==> src/logic/rpsm_pkg.sv <==
package rpsm_pkg;

  // Register offsets on the internal register port
  localparam logic [7:0] ADDR_PORT_SELECT      = 8'h4c;
  localparam logic [7:0] ADDR_PORT_STATUS_TWO  = 8'h4e;
  localparam logic [7:0] ADDR_FREQ_INTEGER     = 8'h4f;
  localparam logic [7:0] ADDR_FREQ_FRACTION    = 8'h50;
  localparam logic [7:0] ADDR_SENSOR_ZERO      = 8'h51;
  localparam logic [7:0] ADDR_SENSOR_ONE       = 8'h52;

  // Status register field positions
  localparam int BIT_LINE_LENGTH_UNSTABLE_FLAG = 7;
  localparam int BIT_LINE_LEN_CHANGED  = 6;
  localparam int BIT_ENCODING_ERROR    = 5;
  localparam int BIT_BUFFER_ERROR      = 4;
  localparam int BIT_VIDEO_RX_ERROR    = 3;
  localparam int BIT_FREQ_SETTLED      = 2;
  localparam int BIT_CLOCK_ABSENT      = 1;
  localparam int BIT_LINE_CNT_CHANGED  = 0;

  // Port-select layout: read port number in [7:6], other bits only stored and read back
  localparam int SEL_RD_PORT_LSB = 6;
  localparam int NUM_PORTS       = 4;

  // Reset values
  localparam logic [7:0] RST_BYTE   = 8'h00;
  localparam logic [7:0] RST_SELECT = 8'h01;

  // Frame tracking states
  typedef enum logic [1:0]
  {
    FT_IDLE  = 2'b00,
    FT_FRAME = 2'b01,
    FT_DONE  = 2'b10
  } rpsm_ftrk_t;

endpackage

==> src/logic/rpsm_port.sv <==
`timescale 1ns/1ps
// One receive port: sticky flags, frequency and sensor bytes
module rpsm_port
(
  // Clock and reset
  input  wire logic        i_mclk,
  input  wire logic        i_nrst,
  // Video timing and link events
  input  wire logic        i_frame_start,
  input  wire logic        i_line_end,
  input  wire logic [15:0] i_line_length,
  input  wire logic        i_encoding_error,
  input  wire logic        i_buffer_overflow,
  input  wire logic        i_video_rx_error,
  input  wire logic        i_receiver_locked,
  // Frequency detector
  input  wire logic [7:0]  i_freq_integer_mhz,
  input  wire logic [7:0]  i_freq_fraction_mhz,
  input  wire logic        i_freq_measure_settled,
  input  wire logic [7:0]  i_low_freq_threshold,
  // Forward channel sensor status
  input  wire logic        i_sensor_valid,
  input  wire logic        i_sensor_index,
  input  wire logic [7:0]  i_sensor_data,
  // Clear-on-read strobe
  input  wire logic        i_status_read,
  // State
  output logic [7:0]       o_status,
  output logic [7:0]       o_freq_integer,
  output logic [7:0]       o_freq_fraction,
  output logic [7:0]       o_sensor_zero,
  output logic [7:0]       o_sensor_one,
  output logic             o_receiver_locked
);

  typedef struct packed
  {
    rpsm_pkg::rpsm_ftrk_t ftrk;
    logic [15:0]          ref_len;
    logic [15:0]          last_len;
    logic [15:0]          line_cnt;
    logic [15:0]          prev_cnt;
    logic                 have_ref;
    logic                 frame_bad;
    logic [7:0]           sticky;
    logic [7:0]           freq_int;
    logic [7:0]           freq_frac;
    logic                 settled;
    logic                 absent;
    logic [7:0]           sens0;
    logic [7:0]           sens1;
    logic                 locked;
  } rpsm_port_st_t;

  rpsm_port_st_t st_ff;
  rpsm_port_st_t nxt_st;
  logic [7:0]    ev;

  // Frame tracking, flag setting and status loading
  always_comb
  begin
    nxt_st = st_ff;
    ev     = 8'h00;
    if (i_frame_start)
    begin
      if (st_ff.ftrk != rpsm_pkg::FT_IDLE)
      begin
        if (st_ff.frame_bad)
          ev[rpsm_pkg::BIT_LINE_LENGTH_UNSTABLE_FLAG] = 1'b1;
        if (st_ff.have_ref && st_ff.line_cnt != st_ff.prev_cnt)
          ev[rpsm_pkg::BIT_LINE_CNT_CHANGED] = 1'b1;
        nxt_st.prev_cnt = st_ff.line_cnt;
        nxt_st.have_ref = 1'b1;
      end
      nxt_st.ftrk      = rpsm_pkg::FT_FRAME;
      nxt_st.line_cnt  = 16'h0000;
      nxt_st.frame_bad = 1'b0;
    end
    else if (i_line_end && st_ff.ftrk == rpsm_pkg::FT_FRAME)
    begin
      nxt_st.line_cnt = st_ff.line_cnt + 16'h0001;
      if (st_ff.line_cnt != 16'h0000 && i_line_length != st_ff.last_len)
        nxt_st.frame_bad = 1'b1;
      if (st_ff.ref_len != i_line_length && st_ff.have_ref)
        ev[rpsm_pkg::BIT_LINE_LEN_CHANGED] = 1'b1;
      nxt_st.last_len = i_line_length;
      nxt_st.ref_len  = i_line_length;
    end
    ev[rpsm_pkg::BIT_ENCODING_ERROR] = i_encoding_error;
    ev[rpsm_pkg::BIT_BUFFER_ERROR]   = i_buffer_overflow;
    // Set beats clear-on-read in the same cycle
    nxt_st.sticky = (i_status_read ? 8'h00 : st_ff.sticky) | ev;
    nxt_st.freq_int  = i_freq_integer_mhz;
    nxt_st.freq_frac = i_freq_fraction_mhz;
    nxt_st.settled   = i_freq_measure_settled;
    nxt_st.absent    = (i_freq_integer_mhz < i_low_freq_threshold);
    nxt_st.locked    = i_receiver_locked;
    if (i_sensor_valid)
    begin
      if (i_sensor_index)
        nxt_st.sens1 = i_sensor_data;
      else
        nxt_st.sens0 = i_sensor_data;
    end
  end

  // State register
  always_ff @(posedge i_mclk or negedge i_nrst)
  begin
    if (!i_nrst)
      st_ff <= '0;
    else
      st_ff <= nxt_st;
  end

  // Status byte assembly
  always_comb
  begin
    o_status = st_ff.sticky;
    o_status[rpsm_pkg::BIT_VIDEO_RX_ERROR] = i_video_rx_error;
    o_status[rpsm_pkg::BIT_FREQ_SETTLED]   = st_ff.settled;
    o_status[rpsm_pkg::BIT_CLOCK_ABSENT]   = st_ff.absent;
  end

  assign o_freq_integer    = st_ff.freq_int;
  assign o_freq_fraction   = st_ff.freq_frac;
  assign o_sensor_zero     = st_ff.sens0;
  assign o_sensor_one      = st_ff.sens1;
  assign o_receiver_locked = st_ff.locked;

endmodule

==> src/logic/rpsm_monitor.sv <==
`timescale 1ns/1ps
// Operation
// - Unequal lines in a frame set sticky unstable
// - Line length change sets sticky flag
// - Link encoding error sets sticky flag
// - Packet buffer overflow sets sticky flag
// - Video receive error bit, read-only, not cleared
// - Clock absent while frequency below threshold
// - Line count change sets sticky flag
// - Integer link frequency MHz byte
// - Fractional frequency byte in 1/256 MHz
// - Sensor status bytes loaded from forward channel
// - Per-port registers chosen by port select
// - Per-port lock indication
module rpsm_monitor
(
  // Clock and reset
  input  wire logic        i_mclk,
  input  wire logic        i_nrst,
  // Register port
  input  wire logic        i_reg_rd,
  input  wire logic        i_reg_wr,
  input  wire logic [7:0]  i_reg_addr,
  input  wire logic [7:0]  i_reg_wdata,
  output logic [7:0]       o_reg_rdata,
  output logic             o_reg_rvalid,
  // Per-port video timing and events
  input  wire logic [3:0]  i_frame_start,
  input  wire logic [3:0]  i_line_end,
  input  wire logic [63:0] i_line_length,
  input  wire logic [3:0]  i_encoding_error,
  input  wire logic [3:0]  i_buffer_overflow,
  input  wire logic [3:0]  i_video_rx_error,
  input  wire logic [3:0]  i_receiver_locked,
  // Per-port frequency detector, low-frequency threshold shared by all ports
  input  wire logic [31:0] i_freq_integer_mhz,
  input  wire logic [31:0] i_freq_fraction_mhz,
  input  wire logic [3:0]  i_freq_measure_settled,
  input  wire logic [7:0]  i_low_freq_threshold,
  // Per-port forward channel sensor status
  input  wire logic [3:0]  i_sensor_valid,
  input  wire logic [3:0]  i_sensor_index,
  input  wire logic [31:0] i_sensor_data,
  // Lock indications
  output logic [3:0]       o_receiver_locked
);

  typedef struct packed
  {
    logic [7:0] port_sel;
    logic [7:0] rdata;
    logic       rvalid;
    logic [3:0] locked;
  } rpsm_top_st_t;

  rpsm_top_st_t st_ff;
  rpsm_top_st_t nxt_st;
  logic [1:0]   rd_port;
  logic [3:0]   status_read;
  logic [7:0]   p_status [rpsm_pkg::NUM_PORTS];
  logic [7:0]   p_fint   [rpsm_pkg::NUM_PORTS];
  logic [7:0]   p_ffrac  [rpsm_pkg::NUM_PORTS];
  logic [7:0]   p_sens0  [rpsm_pkg::NUM_PORTS];
  logic [7:0]   p_sens1  [rpsm_pkg::NUM_PORTS];
  logic [3:0]   p_lock;

  assign rd_port = st_ff.port_sel[rpsm_pkg::SEL_RD_PORT_LSB +: 2];

  // Port instances with clear-on-read to the selected port only
  genvar g;
  generate
    for (g = 0; g < rpsm_pkg::NUM_PORTS; g++)
    begin : g_port
      assign status_read[g] = i_reg_rd && i_reg_addr == rpsm_pkg::ADDR_PORT_STATUS_TWO
                              && rd_port == 2'(g);
      rpsm_port u_port
      (
        .i_mclk                 (i_mclk),
        .i_nrst                 (i_nrst),
        .i_frame_start          (i_frame_start[g]),
        .i_line_end             (i_line_end[g]),
        .i_line_length          (i_line_length[16*g +: 16]),
        .i_encoding_error       (i_encoding_error[g]),
        .i_buffer_overflow      (i_buffer_overflow[g]),
        .i_video_rx_error       (i_video_rx_error[g]),
        .i_receiver_locked      (i_receiver_locked[g]),
        .i_freq_integer_mhz     (i_freq_integer_mhz[8*g +: 8]),
        .i_freq_fraction_mhz    (i_freq_fraction_mhz[8*g +: 8]),
        .i_freq_measure_settled (i_freq_measure_settled[g]),
        .i_low_freq_threshold   (i_low_freq_threshold),
        .i_sensor_valid         (i_sensor_valid[g]),
        .i_sensor_index         (i_sensor_index[g]),
        .i_sensor_data          (i_sensor_data[8*g +: 8]),
        .i_status_read          (status_read[g]),
        .o_status               (p_status[g]),
        .o_freq_integer         (p_fint[g]),
        .o_freq_fraction        (p_ffrac[g]),
        .o_sensor_zero          (p_sens0[g]),
        .o_sensor_one           (p_sens1[g]),
        .o_receiver_locked      (p_lock[g])
      );
    end
  endgenerate

  // Register decode, read mux and port select
  always_comb
  begin
    nxt_st        = st_ff;
    nxt_st.rvalid = i_reg_rd;
    nxt_st.locked = p_lock;
    if (i_reg_wr && i_reg_addr == rpsm_pkg::ADDR_PORT_SELECT)
      nxt_st.port_sel = i_reg_wdata;
    if (i_reg_rd)
    begin
      case (i_reg_addr)
        rpsm_pkg::ADDR_PORT_SELECT:     nxt_st.rdata = st_ff.port_sel;
        rpsm_pkg::ADDR_PORT_STATUS_TWO: nxt_st.rdata = p_status[rd_port];
        rpsm_pkg::ADDR_FREQ_INTEGER:    nxt_st.rdata = p_fint[rd_port];
        rpsm_pkg::ADDR_FREQ_FRACTION:   nxt_st.rdata = p_ffrac[rd_port];
        rpsm_pkg::ADDR_SENSOR_ZERO:     nxt_st.rdata = p_sens0[rd_port];
        rpsm_pkg::ADDR_SENSOR_ONE:      nxt_st.rdata = p_sens1[rd_port];
        default:                        nxt_st.rdata = rpsm_pkg::RST_BYTE;
      endcase
    end
  end

  // State register
  always_ff @(posedge i_mclk or negedge i_nrst)
  begin
    if (!i_nrst)
    begin
      st_ff          <= '0;
      st_ff.port_sel <= rpsm_pkg::RST_SELECT;
    end
    else
      st_ff <= nxt_st;
  end

  assign o_reg_rdata       = st_ff.rdata;
  assign o_reg_rvalid      = st_ff.rvalid;
  assign o_receiver_locked = st_ff.locked;

endmodule

==> config.mk <==
export PLATFORM = sky130hd
export DESIGN_NAME = rpsm_monitor
export DESIGN_NICKNAME = d
export VERILOG_FILES = /design/src/logic/rpsm_pkg.sv /design/src/logic/rpsm_port.sv /design/src/logic/rpsm_monitor.sv
export SDC_FILE = /design/constraint.sdc
export NUM_CORES = 1
export LEC_CHECK = 0
export ABC_CLOCK_PERIOD_IN_PS = 5040
export BUFFER_PORTS_ARGS = -buffer_cell sky130_fd_sc_hd__buf_4
export CORE_AREA = 2 2 179 181
export CTS_CLUSTER_DIAMETER = 40
export DETAILED_ROUTE_END_ITERATION = 10
export DIE_AREA = 0 0 181 183
export HOLD_SLACK_MARGIN = 0.02
export PLACE_DENSITY = 0.76
export SYNTH_ARGS = -nofsm -noshare
export SYNTH_HDL_FRONTEND = slang
export SYNTH_SLANG_ARGS = --single-unit
==> constraint.sdc <==
create_clock -name i_mclk -period 5.04 [get_ports i_mclk]
set_clock_uncertainty 0.15 [all_clocks]
set_input_delay 0.756 -clock i_mclk [delete_from_list [all_inputs] [get_ports i_mclk]]
set_output_delay 0.756 -clock i_mclk [all_outputs]
set_load 0.01 [all_outputs]
# [After elaboration in Yosys (flattened, before gate mapping)]
# Cells that the tools add are included.
[totals] out_inout_bits=13 in_bits=224 word_cells=234 register_bits=397
[op_classes] n_reduce_logical=55 add_sub_neg=4 n_eq_ne=21 bitwise_logic=13 muxes=76 magnitude_cmp=5
[ops] cell="$ne A16 B16 Y1" count=12
[ops] cell="$mux W16" count=8
[ops] cell="$mux W8" count=14
[ops] cell="$bmux W8 S2" count=5
[ops] cell="$add A16 B1 Y16 const B" count=4
[ops] cell="$reduce_bool A16 Y1" count=4
[ops] cell="$eq A8 B7 Y1 const B" count=6
[ops] cell="$mux W1" count=48
[ops] cell="$pmux W8 S6" count=1
[ops] cell="$reduce_and A2 Y1" count=20
[ops] cell="$lt A8 B8 Y1" count=4
[ops] cell="$or A8 B8 Y8" count=4
[ops] cell="$logic_and A1 B1 Y1" count=22
[ops] cell="$reduce_bool A2 Y1" count=8
[ops] cell="$not A1 Y1" count=8
[ops] cell="$eq A2 B2 Y1 const B" count=2
[ops] cell="$ge A3 B3 Y1 const B" count=1
[ops] cell="$not A2 Y3" count=1
[ops] cell="$eq A2 B1 Y1 const B" count=1
[ops] cell="$logic_not A2 Y1" count=1

# [Longest topological paths before layout]
[depth] depth_word=6 ltp_mapped=8

# [By module]
# From an unflattened synthesis, not the netlist that was laid out.
[hier_totals] hier_cells=1638 area_unflattened_um2=19358.6
[modules_own_cells] module="rpsm_port at g_port[2].u_port ..." instances=2 cells_each=352 area_per_inst_um2=4241.6
[modules_own_cells] module="rpsm_port at g_port[0].u_port ..." instances=2 cells_each=347 area_per_inst_um2=4240.3
[modules_own_cells] module="rpsm_monitor" instances=1 cells_each=240 area_per_inst_um2=2394.8

# [Worst setup path after synthesis]
# No wires, ideal clock.
[synth_path] path_type="input-to-reg" from="input i_reg_addr[5]" to="register st_ff (netlist bit rd_port[0])" arrival_ns=1.926 stages=6 setup_slack_ns=2.839 cell_sequence="nor3b_4 nand3b_4 nor2_1 and2_1 buf_2 mux2_2"
[synth_via] elab_chain_cells=2
[synth_lines] element="from (decl)" line_no="rpsm_monitor.sv:23" source="input wire logic [7:0] i_reg_addr,"
[synth_lines] element="$eq A8 B7 Y1" line_no="rpsm_monitor.sv:111" source="if (i_reg_wr && i_reg_addr == rpsm_pkg::ADDR_PORT_SELECT)"
[synth_lines] element="$logic_and A1 B1 Y1" line_no="rpsm_monitor.sv:111"
[synth_lines] element="to (signal assigned)" line_no="rpsm_monitor.sv:136" source="st_ff <= nxt_st;"
[synth_lines] element="to (decl)" line_no="rpsm_monitor.sv:56" source="rpsm_top_st_t st_ff;"
# No other way between the ends.
# A chain may end at the register's enable or synchronous reset.

# [Final worst setup path]
[layout_path] from="register st_ff (netlist bit rd_port[0])" to="register st_ff (netlist bit o_reg_rdata[1])"
[layout_via] elab_chain_cells=5 word_cells_on_any_way=17 cone_classes="16 x mux; 1 x bitwise"
[layout_lines] element="$not A2 Y3 (not written as such) *"
[layout_lines] element="$bmux W8 S2 (on tied branches)"
[layout_lines] element="$mux W8 (on tied branches) (2 in series)"
[layout_lines] element="$pmux W8 S6 *" line_no="rpsm_monitor.sv:115" source="case (i_reg_addr)"
# Every way passes the cells marked *; elsewhere a longest branch is shown, timed or not. The select of a mux whose other input is x is not followed.

==> summary.md <==
| Metric | Value |
|---|---|
| Status | finished clean |
| Initial Util | 57.0% |
| Clock share of power | 45.3% |
| Hold_buf cts | 0 |
| Crit Path Category | flop to flop |
| Setup violators final | 0 |
| Synthesized area | 17,800 um2 |
| Clk Latency, worst-skew pair | 0.55 ns |
| DR WL/cell | 20.2 um |
| DRC Markers | 0 |
| Top-count cell post-synth | dfrtp_1 |
| EDFF count, synth | 0 |
| Num CTS Buffers | 48 |
| DRT antenna net count | 0 |
| Worst EP arrival | 2.99 ns |
| Vias in the first global route | 12,500 |
| Via count | 11,600 |
| Pin count of the biggest net entering global routing | 112 |
| Max Cap Viol | 0 |
| Setup Fix Bufs, Post-CTS | 0 |
| CTS tree | done |
| Final worst path period share | 53.9% |
| Unrepaired setup endpoints after global routing | false |
| Synth cell count leaders | dfrtp_1, mux2_2, xor2_1, xnor2_1, nor2_1 |
| Post-synthesis async set-or-reset flop share | 100% |
| Worst EP required | 5.32 ns |
| Worst Path Max Fanout | 36 |
| Yosys top cell area share | 53.9% |
| Slew Viols, Final | 0 |
| Overall routing resource usage | 25.6% |
| Sequential Power Share | 44.3% |
| GPL Wtd Cong | 0.850 |
| Area of the die | 33,100 um2 |
| Via-to-Cell Ratio | 5.69 |
| Worst-margin pin slew | 1.27 ns |
| PwrDens | 364 nW/um2 |
| Worst IR drop on VDD | 0.310 mV |
| Combinational Power Share | 10.4% |
| Hold/Removal Path Class | input port to async pin |
| Gr ovfl total | 0 |
| Psw | 1.86 mW |
| Die height | 183 um |
| Reg2reg start | rd_port[0] |
| Clock sinks | 385 |
| Final net count | 1,859 |
| FF+latch count, synth | 385 |
| Final Hold Viols | 0 |
| Internal power | 5.94 mW |
| Synthesis-to-layout area growth | 20.3% |
| Reg2Reg Depth | 5 |
| Critical Path Sink Type | flop |
| # IOs | 237 |
| Reg clk slew, reported paths | 0.06 ns |
| Critical Path Start Type | flop |
| Clock buffer depth | 3 |
| Unique masters post-synth | 59 |
| Core area | 31,200 um2 |
| Routed WL | 41.3 mm |
| First-pass GRT wire length | 66.6 mm |
| Register area share after synthesis | 54.1% |
| Max Freq | 368 MHz |
| Die width | 181 um |
| Leakage | 9.45 nW |
| Sw frac | 23.8% |
| Avg Cell Area, Syn | 12.9 um2 |
| Setup tns final | 0 ns |
| Mapped Cells | 1,385 |
| Initial antenna violation count | 6 |
| Root buffer cell | clkbuf_16 |
| Synth top area cells | dfrtp_1, mux2_2, xor2_1 |
| CP startpoint | rd_port[0] |
| Worst slew margin | 15.0% |
| Tmin final | 2.72 ns |
| Placed cells | 1,951 |
| Final HPWL DP | 29.4 mm |
| Layout cells sized above 1 | 34.2% |
| Warnings, synthesis | 0 |
| Post-CTS Resized | 0 |
| H-Tree Depth | 2 |
| Primary FF master, synth | dfrtp_1 |
| Post-Syn Nets | 1,645 |
| Drt initial violations | 651 |
| Post-synth top area cell | dfrtp_1 |
| Post-route insts no fill | 2,043 |
| Drt first pass iters | 5 |
| PortBufs | 236 |
| # rows | 65 |
state kept, by name, summed over array words and instances, names as in the netlist, 6 cells and up:
register                       count
g_port.u_port.o_status            28
o_reg_rdata                        8
g_port.u_port.o_sensor_one        32
g_port.u_port.o_freq_fraction     32
g_port.u_port.o_sensor_zero       32
g_port.u_port.o_freq_integer      32
g_port.u_port.st_ff              204
st_ff                              6
placed cells by master, fill, tap and decap left out, types with 6 or more instances in the layout:
cell	n
clkbuf_1	8
xor2_1	98
and3_1	8
mux2_2	191
o2111ai_1	6
mux4_1	13
buf_4	240
xnor2_1	85
mux4_2	20
a32o_1	8
inv_6	7
mux2i_1	16
nor2b_1	13
nor2_1	73
nand3_1	22
and4_1	10
bufinv_16	6
dfrtp_1	382
a21oi_1	16
nand2b_1	10
or2_2	6
ha_1	36
nand2_1	72
clkinvlp_4	6
nor4_1	32
a221oi_1	6
o21a_1	9
a31oi_1	11
clkbuf_16	49
nand4_1	40
o21ai_0	28
a21o_1	10
inv_1	25
power by group through the flow:
stage	combinational, mW	clock, mW	sequential [mW]
global route	0.888	3.73	3.48
global placement	0.786	0	3.50
detailed placement	0.810	0	3.51
floorplan	0.486	0	3.45
finish	0.809	3.53	3.45
CTS	0.818	3.58	3.46
cell type report:
type                       count  area [um2]
fill                        2266        9800
sequential                   385        9640
multi-input combinational    896        7660
timing repair buffer         243        1860
clock buffer                  62        1330
tap                          402         503
clock inverter                25         332
inverter                      25        93.8
antenna                        5        12.5
per-layer routing:
layer	GRT usage (%)	vias up	wire, um
met1	32.9	5879	17000
met5	0	-	14
met4	9.20	2	1160
met2	43.1	319	20400
li1	-	5358	-
met3	6.06	74	2700
final timing paths:
path | end | slack [ns]
hold / removal | g_port[2].u_port.st_ff[89] | 0.12
min in group i_mclk | g_port[2].u_port.o_freq_fraction[4] | 0.16
setup reg to reg | o_reg_rdata[1] | 2.32
max in group asynchronous | g_port[1].u_port.st_ff[96] | 3.40
setup / recovery | o_reg_rdata[1] | 2.32
hold reg to reg | o_receiver_locked[0] | 0.20
cell families after synthesis:
| kind of cell | after synthesis | share of synthesized area, % |
|---|---|---|
| flops | 385 | 54.1 |
| simple gates | 326 | 9.84 |
| mux | 240 | 17.4 |
| xor+xnor | 183 | 9.00 |
| compound gates | 111 | 4.24 |
| buf+inv | 104 | 2.89 |
| fa+ha+maj | 36 | 2.53 |
through the flow:
stage | setup WS (ns) | util, % | hold WS, ns | cell area (um2) | power, mW
6_report | 2.32 | 68.6 | 0.117 | 21400 | 7.80
5_1_grt | 2.14 | 68.6 | 0.143 | 21400 | 8.10
4_1_cts | 2.33 | 68.6 | 0.140 | 21400 | 7.86
3_5_place_dp | 2.38 | 63.3 | 0.185 | 19800 | 4.32
3_3_place_gp | 2.40 | 63.3 | 0.182 | 19800 | 4.28
2_1_floorplan | 2.84 | - | 0.181 | 17800 | 3.94
critical path, stage by stage, from the launching register on:
cell and delay (ns):
dfrtp_2 0.94, buf_4 0.33, mux4_1 0.56, a221oi_1 0.33, o21a_1 0.19, o21ai_0 0.07
Power figures use the tool's default switching activity.
